--- config.mk ---
export PLATFORM = sky130hd
export DESIGN_NAME = bsfc_ctrl
export DESIGN_NICKNAME = d
export VERILOG_FILES = /design/src/rtl/bsfc_pkg.sv /design/src/rtl/bsfc_cycle.sv /design/src/rtl/bsfc_ctrl.sv
export SDC_FILE = /design/constraint.sdc
export NUM_CORES = 1
export LEC_CHECK = 0
export BUFFER_PORTS_ARGS = -buffer_cell sky130_fd_sc_hd__buf_2
export CAP_MARGIN = 10
export CORE_MARGIN = 2
export CORE_UTILIZATION = 60
export CTS_CLUSTER_SIZE = 40
export DETAILED_ROUTE_END_ITERATION = 7
export GPL_TIMING_DRIVEN = 0
export MAX_ROUTING_LAYER = met4
export PLACE_DENSITY = 0.87
export REMOVE_ABC_BUFFERS = 1
export SLEW_MARGIN = 10
export SYNTH_ARGS = -nofsm -noshare
export SYNTH_HDL_FRONTEND = slang
export SYNTH_SLANG_ARGS = --single-unit
--- constraint.sdc ---
create_clock -name clk_i -period 7 [get_ports clk_i]
set_input_delay 1.75 -clock clk_i [delete_from_list [all_inputs] [get_ports clk_i]]
set_output_delay 1.75 -clock clk_i [all_outputs]
set_load 0.005 [all_outputs]
--- src/rtl/bsfc_pkg.sv ---
// Shared constants and types of the boot-sector flash host controller.
// Assumes a 100 MHz system clock and an asynchronous 5 V flash device on the far side.
package bsfc_pkg;
	// Clock rate
	localparam int CLK_MHZ = 100;
	// Flash bus timing, in ns
	localparam int SETUP_NS = 20;
	localparam int STROBE_NS = 60;
	localparam int HOLD_NS = 30;
	localparam int RST_PULSE_NS = 500;
	localparam int RST_REC_NS = 1000;
	// Same timing in clock cycles, rounded up
	localparam logic [7:0] SETUP_CYC = 8'((SETUP_NS * CLK_MHZ + 999) / 1000);
	localparam logic [7:0] STROBE_CYC = 8'((STROBE_NS * CLK_MHZ + 999) / 1000);
	localparam logic [7:0] HOLD_CYC = 8'((HOLD_NS * CLK_MHZ + 999) / 1000);
	localparam logic [7:0] RST_PULSE_CYC = 8'((RST_PULSE_NS * CLK_MHZ + 999) / 1000);
	localparam logic [7:0] RST_REC_CYC = 8'((RST_REC_NS * CLK_MHZ + 999) / 1000);
	// Register byte offsets
	localparam logic [7:0] REG_CMD = 8'h00;
	localparam logic [7:0] REG_ADDR = 8'h04;
	localparam logic [7:0] REG_WDATA = 8'h08;
	localparam logic [7:0] REG_CFG = 8'h0c;
	localparam logic [7:0] REG_STAT = 8'h10;
	localparam logic [7:0] REG_RDATA = 8'h14;
	// Operation codes written to the command register
	localparam logic [3:0] OP_READ = 4'h1;
	localparam logic [3:0] OP_PROG = 4'h2;
	localparam logic [3:0] OP_SECT = 4'h3;
	localparam logic [3:0] OP_CHIP = 4'h4;
	localparam logic [3:0] OP_SUSP = 4'h5;
	localparam logic [3:0] OP_RESUME = 4'h6;
	localparam logic [3:0] OP_BYP_ON = 4'h7;
	localparam logic [3:0] OP_BYP_OFF = 4'h8;
	localparam logic [3:0] OP_RESET = 4'h9;
	// Status register bit positions
	localparam int ST_BUSY = 0;
	localparam int ST_DONE = 1;
	localparam int ST_TMO = 2;
	localparam int ST_SUSP = 3;
	localparam int ST_BYP = 4;
	localparam int ST_RB = 5;
	localparam int ST_TOG6 = 6;
	localparam int ST_TOG2 = 7;
	// Data line positions of the toggle bits
	localparam int DQ_TOG6 = 6;
	localparam int DQ_TOG2 = 2;
	// Data line enables: byte mode drives the A-1 line, plus the low byte on writes; word mode writes drive all
	localparam logic [15:0] OE_BYTE_WR = 16'h80ff;
	localparam logic [15:0] OE_BYTE_ADR = 16'h8000;
	localparam logic [15:0] OE_WORD_WR = 16'hffff;
	// Pins toward the flash
	typedef struct packed {
		logic ce_n;
		logic we_n;
		logic oe_n;
		logic reset_n;
		logic byte_n;
		logic [18:0] addr;
		logic [15:0] dq;
		logic [15:0] dq_oe;
	} bsfc_pins_s;
	// One request to the bus cycle engine
	typedef struct packed {
		logic start;
		logic write;
		logic rst;
		logic [19:0] addr;
		logic [15:0] data;
	} bsfc_req_s;
	// One step of a command sequence
	typedef struct packed {
		logic [19:0] addr;
		logic [15:0] data;
		logic last;
	} bsfc_cyc_s;
	// Engine states
	typedef enum logic [5:0] {
		E_IDLE = 6'b000001,
		E_SETUP = 6'b000010,
		E_STROBE = 6'b000100,
		E_HOLD = 6'b001000,
		E_RST = 6'b010000,
		E_REC = 6'b100000
	} bsfc_eng_e;
	// Sequencer states
	typedef enum logic [4:0] {
		S_IDLE = 5'b00001,
		S_WRITE = 5'b00010,
		S_POLL = 5'b00100,
		S_READ = 5'b01000,
		S_RESET = 5'b10000
	} bsfc_seq_e;
	// Pin levels after reset: all strobes high, bus released
	localparam bsfc_pins_s PINS_RST = '{ce_n: 1'b1, we_n: 1'b1, oe_n: 1'b1, reset_n: 1'b1,
		byte_n: 1'b1, addr: 19'h00000, dq: 16'h0000, dq_oe: 16'h0000};
endpackage

--- src/rtl/bsfc_cycle.sv ---
// Single flash bus cycle engine: one write, one read or one reset pulse.
// Assumes requests arrive only while idle; pins are registered.
`timescale 1ns/1ps
module bsfc_cycle
	import bsfc_pkg::*;
(
	input wire logic clk_i,
	input wire logic rst_i,
	input wire bsfc_req_s req_i,
	input wire logic byte_i,
	input wire logic [15:0] dq_i,
	output bsfc_pins_s pins_o,
	output logic done_o,
	output logic [15:0] rdata_o
);
	// Whole engine state
	typedef struct packed {
		bsfc_eng_e st;
		logic [7:0] cnt;
		logic write;
		logic bm;
		logic done;
		logic [15:0] rdata;
		bsfc_pins_s pins;
	} bsfc_eng_s;

	bsfc_eng_s r; // Current state
	bsfc_eng_s next_r; // Next state

	// Cycle sequencing
	always_comb
	begin
		next_r = r;
		next_r.done = 1'b0;
		unique case (r.st)
			E_IDLE:
			begin
				// Byte pin only changes between cycles
				next_r.pins.byte_n = ~byte_i;
				next_r.bm = byte_i;
				next_r.pins.dq_oe = byte_i ? OE_BYTE_ADR : 16'h0000;
				if (req_i.rst)
				begin
					next_r.pins.reset_n = 1'b0;
					next_r.cnt = RST_PULSE_CYC - 8'h01;
					next_r.st = E_RST;
				end
				else if (req_i.start)
				begin
					// Byte mode puts A-1 on dq15 and floats dq8-14
					next_r.write = req_i.write;
					next_r.pins.ce_n = 1'b0;
					next_r.pins.addr = byte_i ? req_i.addr[19:1] : req_i.addr[18:0];
					next_r.pins.dq = byte_i ? {req_i.addr[0], 7'h00, req_i.data[7:0]}
						: req_i.data;
					if (req_i.write)
						next_r.pins.dq_oe = byte_i ? OE_BYTE_WR : OE_WORD_WR;
					next_r.cnt = SETUP_CYC - 8'h01;
					next_r.st = E_SETUP;
				end
			end
			E_SETUP:
			begin
				// Only one strobe at a time, always under chip select
				if (r.cnt == 8'h00)
				begin
					next_r.pins.we_n = ~r.write;
					next_r.pins.oe_n = r.write;
					next_r.cnt = STROBE_CYC - 8'h01;
					next_r.st = E_STROBE;
				end
				else
					next_r.cnt = r.cnt - 8'h01;
			end
			E_STROBE:
			begin
				if (r.cnt == 8'h00)
				begin
					// Read data taken just before output strobe rises
					if (!r.write)
						next_r.rdata = r.bm ? {8'h00, dq_i[7:0]} : dq_i;
					next_r.pins.we_n = 1'b1;
					next_r.pins.oe_n = 1'b1;
					next_r.cnt = HOLD_CYC - 8'h01;
					next_r.st = E_HOLD;
				end
				else
					next_r.cnt = r.cnt - 8'h01;
			end
			E_HOLD:
			begin
				if (r.cnt == 8'h00)
				begin
					next_r.pins.ce_n = 1'b1;
					next_r.pins.dq_oe = r.bm ? OE_BYTE_ADR : 16'h0000;
					next_r.done = 1'b1;
					next_r.st = E_IDLE;
				end
				else
					next_r.cnt = r.cnt - 8'h01;
			end
			E_RST:
			begin
				// Reset pin low aborts the device operation
				if (r.cnt == 8'h00)
				begin
					next_r.pins.reset_n = 1'b1;
					next_r.cnt = RST_REC_CYC - 8'h01;
					next_r.st = E_REC;
				end
				else
					next_r.cnt = r.cnt - 8'h01;
			end
			E_REC:
			begin
				if (r.cnt == 8'h00)
				begin
					next_r.done = 1'b1;
					next_r.st = E_IDLE;
				end
				else
					next_r.cnt = r.cnt - 8'h01;
			end
		endcase
	end

	// State register
	always_ff @(posedge clk_i)
	begin
		if (rst_i)
			r <= '{st: E_IDLE, cnt: 8'h00, write: 1'b0, bm: 1'b0, done: 1'b0,
				rdata: 16'h0000, pins: PINS_RST};
		else
			r <= next_r;
	end

	assign pins_o = r.pins;
	assign done_o = r.done;
	assign rdata_o = r.rdata;
endmodule // bsfc_cycle

--- src/rtl/bsfc_ctrl.sv ---
// Host controller for a boot-sector flash: Wishbone registers, command sequencer, polling.
// Assumes a classic Wishbone master and a flash wired to flash_o, dq_i and ready_busy_i.
//
// Notes on behaviour
// - Program by full sequence; device self-times
// - Bypass program needs two writes, not four
// - Completion seen on pin and status bits
// - Host drives separate chip, write, output strobes
//
// Register access over Wishbone and the register addresses were left to the implementer.
`timescale 1ns/1ps
module bsfc_ctrl
	import bsfc_pkg::*;
#(
	parameter logic [31:0] POLL_LIMIT = 32'd200000, // Status reads before timeout
	parameter logic [19:0] UNLK1_W = 20'h00555, // First unlock address, word mode
	parameter logic [19:0] UNLK2_W = 20'h002aa, // Second unlock address, word mode
	parameter logic [19:0] UNLK1_B = 20'h00aaa, // First unlock address, byte mode
	parameter logic [19:0] UNLK2_B = 20'h00555, // Second unlock address, byte mode
	parameter logic [7:0] CMD_UNLK1 = 8'haa, // First unlock data
	parameter logic [7:0] CMD_UNLK2 = 8'h55, // Second unlock data
	parameter logic [7:0] CMD_PROG = 8'ha0, // Program setup
	parameter logic [7:0] CMD_ERASE = 8'h80, // Erase setup
	parameter logic [7:0] CMD_SECT = 8'h30, // Sector erase and resume
	parameter logic [7:0] CMD_CHIP = 8'h10, // Chip erase
	parameter logic [7:0] CMD_SUSP = 8'hb0, // Erase suspend
	parameter logic [7:0] CMD_BYP = 8'h20, // Unlock bypass entry
	parameter logic [7:0] CMD_BYPX1 = 8'h90, // Unlock bypass exit, first
	parameter logic [7:0] CMD_BYPX2 = 8'h00 // Unlock bypass exit, second
)
(
	input wire logic clk_i,
	input wire logic rst_i,
	input wire logic wb_cyc_i,
	input wire logic wb_stb_i,
	input wire logic wb_we_i,
	input wire logic [7:0] wb_adr_i,
	input wire logic [3:0] wb_sel_i,
	input wire logic [31:0] wb_dat_i,
	output logic [31:0] wb_dat_o,
	output logic wb_ack_o,
	output bsfc_pins_s flash_o,
	input wire logic [15:0] dq_i,
	input wire logic ready_busy_i
);
	// Whole sequencer state
	typedef struct packed {
		bsfc_seq_e st;
		logic [3:0] op; // Operation requested by software
		logic [3:0] cur; // Sequence being issued now
		logic [2:0] step; // Write index inside a sequence
		logic pend; // Engine request still to issue
		logic [19:0] addr;
		logic [15:0] wdata;
		logic byte_mode;
		logic bypass;
		logic suspended;
		logic susp_req;
		logic done;
		logic tmo;
		logic have_prev;
		logic [15:0] prev;
		logic tog6;
		logic tog2;
		logic [15:0] rdata;
		logic [31:0] polls;
		logic ack;
		logic [31:0] dat;
		bsfc_req_s req;
	} bsfc_ctl_s;

	bsfc_ctl_s r; // Current state
	bsfc_ctl_s next_r; // Next state
	logic eng_done; // Engine finished a cycle
	logic [15:0] eng_rdata; // Data of last read cycle
	bsfc_cyc_s cyc; // Current sequence step
	logic [31:0] stat; // Status word
	logic [31:0] wmask; // Byte lane mask of a write

	// Command sequence table: address and data of each write
	function automatic bsfc_cyc_s seq_step(input logic [3:0] op, input logic [2:0] step,
		input logic byp, input logic bm, input logic [19:0] a, input logic [15:0] d);
		logic [19:0] u1;
		logic [19:0] u2;
		bsfc_cyc_s c;
		u1 = bm ? UNLK1_B : UNLK1_W;
		u2 = bm ? UNLK2_B : UNLK2_W;
		c = '{addr: u1, data: {8'h00, CMD_UNLK1}, last: 1'b0};
		unique case (op)
			OP_PROG:
			begin
				// Two writes in bypass, four otherwise
				if (byp)
				begin
					if (step == 3'd0)
						c = '{addr: a, data: {8'h00, CMD_PROG}, last: 1'b0};
					else
						c = '{addr: a, data: d, last: 1'b1};
				end
				else if (step == 3'd1)
					c = '{addr: u2, data: {8'h00, CMD_UNLK2}, last: 1'b0};
				else if (step == 3'd2)
					c = '{addr: u1, data: {8'h00, CMD_PROG}, last: 1'b0};
				else if (step == 3'd3)
					c = '{addr: a, data: d, last: 1'b1};
			end
			OP_SECT, OP_CHIP:
			begin
				// Six writes; the last names a sector or the chip
				if (step == 3'd1 || step == 3'd4)
					c = '{addr: u2, data: {8'h00, CMD_UNLK2}, last: 1'b0};
				else if (step == 3'd2)
					c = '{addr: u1, data: {8'h00, CMD_ERASE}, last: 1'b0};
				else if (step == 3'd5)
					c = (op == OP_SECT) ? '{addr: a, data: {8'h00, CMD_SECT}, last: 1'b1}
						: '{addr: u1, data: {8'h00, CMD_CHIP}, last: 1'b1};
			end
			OP_SUSP:
				c = '{addr: a, data: {8'h00, CMD_SUSP}, last: 1'b1};
			OP_RESUME:
				c = '{addr: a, data: {8'h00, CMD_SECT}, last: 1'b1};
			OP_BYP_ON:
			begin
				if (step == 3'd1)
					c = '{addr: u2, data: {8'h00, CMD_UNLK2}, last: 1'b0};
				else if (step == 3'd2)
					c = '{addr: u1, data: {8'h00, CMD_BYP}, last: 1'b1};
			end
			OP_BYP_OFF:
				c = (step == 3'd0) ? '{addr: a, data: {8'h00, CMD_BYPX1}, last: 1'b0}
					: '{addr: a, data: {8'h00, CMD_BYPX2}, last: 1'b1};
			default:
				c = '{addr: a, data: d, last: 1'b1};
		endcase
		return c;
	endfunction

	// Bus cycle engine toward the flash pins
	bsfc_cycle u_cycle (
		.clk_i(clk_i),
		.rst_i(rst_i),
		.req_i(r.req),
		.byte_i(r.byte_mode),
		.dq_i(dq_i),
		.pins_o(flash_o),
		.done_o(eng_done),
		.rdata_o(eng_rdata)
	);

	// Lookups for the current step, status word and write mask
	always_comb
	begin
		cyc = seq_step(r.cur, r.step, r.bypass, r.byte_mode, r.addr, r.wdata);
		stat = 32'h00000000;
		stat[ST_BUSY] = (r.st != S_IDLE);
		stat[ST_DONE] = r.done;
		stat[ST_TMO] = r.tmo;
		stat[ST_SUSP] = r.suspended;
		stat[ST_BYP] = r.bypass;
		stat[ST_RB] = ready_busy_i;
		stat[ST_TOG6] = r.tog6;
		stat[ST_TOG2] = r.tog2;
		wmask = {{8{wb_sel_i[3]}}, {8{wb_sel_i[2]}}, {8{wb_sel_i[1]}}, {8{wb_sel_i[0]}}};
	end

	// Sequencer and register slave
	always_comb
	begin
		next_r = r;
		next_r.req.start = 1'b0;
		next_r.req.rst = 1'b0;
		next_r.ack = 1'b0;
		unique case (r.st)
			S_IDLE:
			begin
			end
			S_WRITE:
			begin
				if (r.pend)
				begin
					// Each write latches command, address and data
					next_r.req = '{start: 1'b1, write: 1'b1, rst: 1'b0,
						addr: cyc.addr, data: cyc.data};
					next_r.pend = 1'b0;
				end
				else if (eng_done)
				begin
					if (!cyc.last)
					begin
						next_r.step = r.step + 3'd1;
						next_r.pend = 1'b1;
					end
					else
					begin
						next_r.pend = 1'b1;
						next_r.have_prev = 1'b0;
						next_r.st = S_POLL;
						if (r.cur == OP_BYP_ON || r.cur == OP_BYP_OFF)
						begin
							next_r.bypass = (r.cur == OP_BYP_ON);
							// No poll follows, so nothing stays pending
							next_r.pend = 1'b0;
							next_r.done = 1'b1;
							next_r.st = S_IDLE;
						end
						// Hold or release an erase
						if (r.cur == OP_SUSP)
							next_r.suspended = 1'b1;
						if (r.cur == OP_RESUME)
							next_r.suspended = 1'b0;
					end
				end
			end
			S_POLL:
			begin
				if (r.pend)
				begin
					next_r.req = '{start: 1'b1, write: 1'b0, rst: 1'b0,
						addr: r.addr, data: 16'h0000};
					next_r.pend = 1'b0;
				end
				else if (eng_done)
				begin
					// Toggle bits compared over two reads
					next_r.polls = r.polls + 32'd1;
					next_r.prev = eng_rdata;
					next_r.have_prev = 1'b1;
					next_r.pend = 1'b1;
					if (r.have_prev && (eng_rdata[DQ_TOG6] != r.prev[DQ_TOG6]))
						next_r.tog6 = 1'b1;
					if (r.have_prev && (eng_rdata[DQ_TOG2] != r.prev[DQ_TOG2]))
						next_r.tog2 = 1'b1;
					// Done once DQ6 stops toggling and the pin shows ready
					if (r.have_prev && (eng_rdata[DQ_TOG6] == r.prev[DQ_TOG6]) && ready_busy_i)
					begin
						next_r.pend = 1'b0;
						next_r.done = 1'b1;
						next_r.st = S_IDLE;
					end
					else if (r.polls == POLL_LIMIT - 32'd1)
					begin
						next_r.pend = 1'b0;
						next_r.tmo = 1'b1;
						next_r.done = 1'b1;
						next_r.st = S_IDLE;
					end
					else if (r.susp_req && (r.cur == OP_SECT || r.cur == OP_CHIP
						|| r.cur == OP_RESUME))
					begin
						// Break into a running erase with a suspend
						next_r.susp_req = 1'b0;
						next_r.cur = OP_SUSP;
						next_r.step = 3'd0;
						next_r.st = S_WRITE;
					end
				end
			end
			S_READ:
			begin
				if (r.pend)
				begin
					next_r.req = '{start: 1'b1, write: 1'b0, rst: 1'b0,
						addr: r.addr, data: 16'h0000};
					next_r.pend = 1'b0;
				end
				else if (eng_done)
				begin
					next_r.rdata = eng_rdata;
					next_r.done = 1'b1;
					next_r.st = S_IDLE;
				end
			end
			S_RESET:
			begin
				if (r.pend)
				begin
					next_r.req.rst = 1'b1;
					next_r.pend = 1'b0;
				end
				else if (eng_done)
				begin
					// Device is back in array read after the pulse
					next_r.bypass = 1'b0;
					next_r.suspended = 1'b0;
					next_r.done = 1'b1;
					next_r.st = S_IDLE;
				end
			end
		endcase
		// Register slave, after the sequencer so a set wins
		if (wb_cyc_i && wb_stb_i && !r.ack)
		begin
			next_r.ack = 1'b1;
			next_r.dat = 32'h00000000;
			if (wb_we_i)
			begin
				if (wb_adr_i == REG_ADDR)
					next_r.addr = (r.addr & ~wmask[19:0]) | (wb_dat_i[19:0] & wmask[19:0]);
				else if (wb_adr_i == REG_WDATA)
					next_r.wdata = (r.wdata & ~wmask[15:0]) | (wb_dat_i[15:0] & wmask[15:0]);
				else if (wb_adr_i == REG_CFG && wb_sel_i[0] && r.st == S_IDLE)
					next_r.byte_mode = wb_dat_i[0];
				else if (wb_adr_i == REG_CMD && wb_sel_i[0])
				begin
					// Suspend only breaks into an erase poll
					if (r.st == S_POLL && wb_dat_i[3:0] == OP_SUSP
						&& (r.cur == OP_SECT || r.cur == OP_CHIP || r.cur == OP_RESUME))
						next_r.susp_req = 1'b1;
					else if (r.st == S_IDLE && wb_dat_i[3:0] >= OP_READ
						&& wb_dat_i[3:0] <= OP_RESET)
					begin
						next_r.op = wb_dat_i[3:0];
						next_r.cur = wb_dat_i[3:0];
						next_r.step = 3'd0;
						next_r.pend = 1'b1;
						next_r.done = 1'b0;
						next_r.tmo = 1'b0;
						next_r.tog6 = 1'b0;
						next_r.tog2 = 1'b0;
						next_r.polls = 32'd0;
						// A late suspend must not carry into a new operation
						next_r.susp_req = 1'b0;
						next_r.have_prev = 1'b0;
						if (wb_dat_i[3:0] == OP_READ)
							next_r.st = S_READ;
						else if (wb_dat_i[3:0] == OP_RESET)
							next_r.st = S_RESET;
						else
							next_r.st = S_WRITE;
					end
				end
			end
			else
			begin
				unique case (wb_adr_i)
					REG_CMD: next_r.dat = {28'h0000000, r.op};
					REG_ADDR: next_r.dat = {12'h000, r.addr};
					REG_WDATA: next_r.dat = {16'h0000, r.wdata};
					REG_CFG: next_r.dat = {31'h00000000, r.byte_mode};
					REG_STAT: next_r.dat = stat;
					REG_RDATA: next_r.dat = {16'h0000, r.rdata};
					default: next_r.dat = 32'h00000000;
				endcase
			end
		end
	end

	// State register
	always_ff @(posedge clk_i)
	begin
		if (rst_i)
			r <= '{st: S_IDLE, op: 4'h0, cur: 4'h0, step: 3'd0, pend: 1'b0,
				addr: 20'h00000, wdata: 16'h0000, byte_mode: 1'b0, bypass: 1'b0,
				suspended: 1'b0, susp_req: 1'b0, done: 1'b0, tmo: 1'b0, have_prev: 1'b0,
				prev: 16'h0000, tog6: 1'b0, tog2: 1'b0, rdata: 16'h0000, polls: 32'd0,
				ack: 1'b0, dat: 32'h00000000,
				req: '{start: 1'b0, write: 1'b0, rst: 1'b0, addr: 20'h00000, data: 16'h0000}};
		else
			r <= next_r;
	end

	assign wb_ack_o = r.ack;
	assign wb_dat_o = r.dat;

	// Write cycles issued within one operation, for checking
	logic [3:0] wr_cnt;
	always_ff @(posedge clk_i)
	begin
		if (rst_i || (r.st == S_IDLE))
			wr_cnt <= 4'h0;
		else if (r.req.start && r.req.write)
			wr_cnt <= wr_cnt + 4'h1;
	end

	strobe_excl_a: assert property (@(posedge clk_i) disable iff (rst_i)
		!(!flash_o.we_n && !flash_o.oe_n)) else $error("write and output strobe both low");
	strobe_chip_a: assert property (@(posedge clk_i) disable iff (rst_i)
		(!flash_o.we_n || !flash_o.oe_n) |-> !flash_o.ce_n) else $error("strobe without chip select");
	bypass_two_a: assert property (@(posedge clk_i) disable iff (rst_i)
		(r.st == S_WRITE && next_r.st == S_POLL && r.cur == OP_PROG && r.bypass)
		|-> wr_cnt == 4'h2) else $error("bypass program not two writes");
	prog_four_a: assert property (@(posedge clk_i) disable iff (rst_i)
		(r.st == S_WRITE && next_r.st == S_POLL && r.cur == OP_PROG && !r.bypass)
		|-> wr_cnt == 4'h4) else $error("program sequence not four writes");
	done_stable_a: assert property (@(posedge clk_i) disable iff (rst_i)
		(r.st == S_POLL && next_r.st == S_IDLE && !next_r.tmo)
		|-> ready_busy_i && eng_rdata[DQ_TOG6] == r.prev[DQ_TOG6])
		else $error("completion without stable toggle bit");
	reset_width_a: assert property (@(posedge clk_i) disable iff (rst_i)
		$fell(flash_o.reset_n) |-> !flash_o.reset_n [*8]) else $error("reset pulse too short");
	ack_single_a: assert property (@(posedge clk_i) disable iff (rst_i)
		wb_ack_o |=> !wb_ack_o) else $error("ack longer than one cycle");
endmodule // bsfc_ctrl

======== Word level (Yosys, flattened, before mapping) ========
Index checks and enable logic that the tools add are counted.
storage, ports and cells
  flip-flop bits (word level) ............. 287
  bits of input ports ..................... 66
  output and inout port bits .............. 89
cells by class
  add/sub/neg operators ................... 3
  equal/unequal tests ..................... 55
  $lt $le $gt $ge ......................... 2
  mux-type cells .......................... 164
  reductions and logical operators ........ 49
  bitwise gates (word level) .............. 17
operators by type and width
  cell                                             count
  two-way mux 32 bit                               10
  two-way mux 37 bit                               8
  one-hot mux 37 bit (6 select lines)              1
  two-way mux 16 bit                               9
  two-way mux 17 bit                               8
  one-hot mux 20 bit (6 select lines)              1
  two-way mux 54 bit                               2
  two-way mux 39 bit                               2
  one-hot mux 36 bit (2 select lines)              1
  one-hot mux 14 bit (5 select lines)              1
  two-way mux 65 bit                               1
  two-way mux 5 bit                                12
  two-way mux 22 bit                               2
  two-way mux 2 bit                                21
  bitwise AND 20 bit                               2
  two-way mux 20 bit                               2
  two-way mux 8 bit                                5
  two-way mux 1 bit                                36
  two-way mux 4 bit                                9
  adder 32 x 1 -> 32 bit, second input constant    1
  bitwise AND 16 bit                               2
  == test 32 x 18 -> 1 bit, second input constant  1
  one-hot mux 16 bit (2 select lines)              1
  two-way mux 15 bit                               2
  63 further kinds                                 150

======== Longest topological paths before layout ========
  depth in word-level cells ............... 19
  gate-level depth with buffers ........... 10
  mapped depth without buffers ............ 8

======== Hierarchy ========
From an unflattened synthesis, not the netlist that was laid out.
unflattened totals
  cells, all modules ...................... 1502
  area total of the unflattened synthesis .. 12520.8 um2
modules (own cells, without submodules)
  module      instances  area an instance (um2)  cells each
  bsfc_ctrl   1          8536.9                  1027
  bsfc_cycle  1          3983.8                  475

======== Least setup slack after synthesis ========
OpenSTA, ideal clock, no wires.
  path type ............................... input to register
  start ................................... input port wb_adr_i[5]
  end ..................................... register with a tool-made name
  stages on the path ...................... 7
  arrival time ............................ 3.498 ns
  path slack .............................. 3.374 ns
  setup time .............................. 0.128 ns
  cells stage by stage .................... or4_4 > or3_4 > nor3b_4 > and4_1 > buf_4 > mux2i_1 > nor2_1
RTL lines
  item         RTL line         RTL
  from (decl)  bsfc_ctrl.sv:37  input wire logic [7:0] wb_adr_i,

======== Worst setup path after layout ========
  start ................................... input port wb_stb_i
  end ..................................... register r[183] in the netlist's numbering
between the ends
  longest elaborated chain between the ends .. 3
RTL lines
  item                            RTL line          RTL
  from (decl)                     bsfc_ctrl.sv:35   input wire logic wb_stb_i,
  logical AND 1 bit (2 in a row)  bsfc_ctrl.sv:291  if (wb_cyc_i && wb_stb_i && !r.ack)
  two-way mux 54 bit              bsfc_ctrl.sv:291
  to (signal assigned)            bsfc_ctrl.sv:352  r <= '{st: S_IDLE, op: 4'h0, cur: 4'h0, step: 3'd0, pend: 1'b0,
  to (signal assigned)            bsfc_ctrl.sv:359  r <= next_r;
  to (decl)                       bsfc_ctrl.sv:72   bsfc_ctl_s r;
Every way passes these cells.
A chain may end at the register's enable or synchronous reset.

==> impl_results.md <==
- Number of distinct library cells after synthesis: about 80
- Sequential area share after synthesis: approximately 41%
- RR Endpoint: r[183]
- Final worst-path cycle share: 68.7%
- DRT Pass-1 Iters: 6
- Min-delay src: u_cycle.pins_o[26]
- Final Routed Wirelength: ~30000 um
- RR Startpoint: wb_ack_o
- Crit end category: flip-flop
- CTS sink cnt: around 250
- Initial antenna violation count: 0
- Antenna-violating nets left: 0
- Arr. time, crit path: 5230 ps
- Cell total after placement: around 1700
- RSZ-0062 raised after global routing: false
- Dpl hpwl: between 20000 and 25000 um
- CP Max Fanout: 42
- WP data required: between 7000 and 8000 ps
- Final hold slack: roughly 450 ps
- Vias in the first global route: 9504
- # diodes: 0
- Max Clk Rate: between 200 and 250 MHz
- FF+latch count, synth: around 250
- First-pass GRT wire length: just under 50000 um
- Reg2Reg Depth: 6
- Via count: between 10000 and 15000
- CP Launch Type: input pin
- FF-to-FF setup slack: roughly 3100 ps
- Layout cells sized above 1: between 10% and 20%
- Syn. warnings: 0
- # fillers: 1632
- Largest net degree at the start of global routing: 85
- Worst min path class: flip-flop to flip-flop
- GPL Wtd Cong: a little over 0.9
- Async S/R FF share, synth: 0%
- TritonCTS clock tree: built
- Finished Layout Cells: about 1700
- Kind of critical path: input pin to flip-flop
- Die area: 21100 um^2
- Post-route core utilization: 66.4%
- Fin nets: about 1500
- Synthesized area per cell: between 8 and 9 um^2
- Worst-Margin Slew: approximately 1000 ps
- Initial cell density of the core: 61.4%
- Setup Skew: 9.62 ps
- Synth Cell Area: around 12000 um^2
- Detailed-route DRC error count: 0
- Total negative setup slack: 0 ps
- PnR Total Power: between 2000 and 3000 uW
- DR vias/cell: approximately 6.0
- Port buffer count: 129
- Io pins: roughly 160
- Max-Cap Viols: 0
- Rows: roughly 50
- Die X: 145 um
- Post-synth EDFFs: 0
- # hold bufs at CTS: 0
- P_leak: approximately 0.0048 uW
- WHS Path Cells: 2
- Reg clk slew, reported paths: ~60 ps
- Post-CTS Setup Repair Bufs: 0
- CTS Buf Count: 26
- Die Y: roughly 150 um
- Final Setup Violations: 0
- Minimum clock period: just under 5000 ps
- Synth Flop Type: dfxtp_1
- Outcome: finished clean
- GRT overflow: 0
- Slew Viols, Final: 0
- Worst Hold End: u_cycle.pins_o[26]
- Area grow syn2layout: 8.27%
- GRT Overall Usage: between 20 and 30%
- Final-report hold violation count: 0
- CTS max path bufs: 3
- WL per Instance: approximately 18 um
- Pwr dens: 221 nW/um^2
- Rel. slew slack: a little under a third
- Detailed Route Iter0 Violations: 1071
- Worst-skew pair later-pin latency: about 530 ps
- Highest ir drop seen on vdd: roughly 0.18 mV
- Post-cts sizing count: 0
- H-tree depth: 1
- Root Buffer: clkbuf_16
- Gate Count Post-Synth: about 1400
- Total core area: around 20000 um^2
where the power goes:
part | internal, uW | switching, uW | leakage [uW]
combinational | 21.9 | 48.4 | 0.00240
sequential | 1410 | 3.62 | 0.00200
clock | 834 | 549 | 0.000425
total | 2270 | 601 | 0.00483
final cells by class:
type	count	area, um^2	area share, %
Multi-Input combinational cell	988	5970	46.0
Sequential cell	248	4970	38.3
Clock buffer	39	771	5.94
Timing Repair Buffer	134	766	5.90
Tap cell	265	332	2.56
Clock inverter	8	100	0.771
Inverter	20	75.1	0.579
metal layers:
metal	global-route usage (%)	vias up	wire length, um
met3	3.90	60	2070
met4	9.36	0	815
li1	-	4929	-
met1	36.9	4797	13000
met5	-	-	0
met2	46.6	413	14400
Yosys cell counts, drive strengths merged, types with 11 or more instances:
master | instances | share of area, %
nand4 | 14 | 0.78
xor2 | 16 | 1.2
nand2b | 19 | 0.99
o21ai | 60 | 2.6
inv | 20 | 0.63
nor3 | 23 | 0.96
nor2b | 11 | 0.57
and2 | 12 | 0.63
a211oi | 23 | 1.4
a31oi | 11 | 0.57
nor2 | 157 | 5.0
buf | 116 | 6.8
nand3 | 57 | 2.4
nand2 | 172 | 5.4
a221o | 12 | 1.0
xnor2 | 25 | 1.8
nand3b | 12 | 0.75
dfxtp | 248 | 41
mux2i | 64 | 5.3
clkbuf | 60 | 1.9
a21oi | 106 | 4.4
a22o | 24 | 1.8
layout by cell type, fill, tap and decap left out, types with 6 or more instances in the layout:
cell type	instances
nor3_1	22
or3_1	6
nand4_1	13
nor2b_1	11
and2_1	11
xor2_1	16
inv_1	20
nor4_1	7
clkbuf_16	27
and3_1	10
a31oi_1	10
a21oi_1	106
mux2i_1	64
a222oi_1	6
nor4b_1	8
nand3b_1	12
a22o_1	24
buf_2	128
and4_1	6
nand3_1	56
nor2_1	154
o21ai_0	58
xnor2_1	25
nand2b_1	18
ha_1	9
conb_1	12
o211ai_1	6
nand2_1	172
a211oi_1	23
a221oi_1	8
o21a_1	9
a221o_1	12
dfxtp_1	247
clkbuf_1	7
cell families (layout without fill, tap and decap cells):
logic type,count (synthesis),in the layout,share of synthesized area (%)
and+or+nand+nor,549,549,22.7
AOI/OAI and AO/OA,311,311,17.0
other,1,12,0.0313
buffers and inverters,196,201,9.35
adders and majority gates,9,9,0.940
DFF,248,248,41.4
xor gates and xnor gates,41,41,3.00
muxes,66,66,5.63
worst max path at each step:
stage / slack [ps] / depth (start not counted) / from / endpoint
2_1_floorplan: 2550 / 6 / wb_adr_i[5] / r[182]
3_3_place_gp: 470 / 3 / rst_i / r[19]
3_5_place_dp: 1760 / 7 / wb_stb_i / r[183]
4_1_cts: 2290 / 7 / wb_stb_i / r[183]
5_1_grt: 1980 / 7 / wb_stb_i / r[183]
6_report: 2190 / 7 / wb_stb_i / r[183]
through the flow:
stage / instance area [um^2] / setup WS, ps
detailed placement: 12100 / 1760
CTS: 13000 / 2290
floorplan: 11000 / 2550
finish: 13000 / 2190
global route: 13000 / 1980
global placement: 12000 / 473
worst max-delay path: stages:
cell and delay [ps]:
buf_2 90, and3b_1 380, and3_1 840, nand4_1 710, nand2b_2 870, nor2_1 250
a31o_2 310
(Power assumes the default switching activity.)
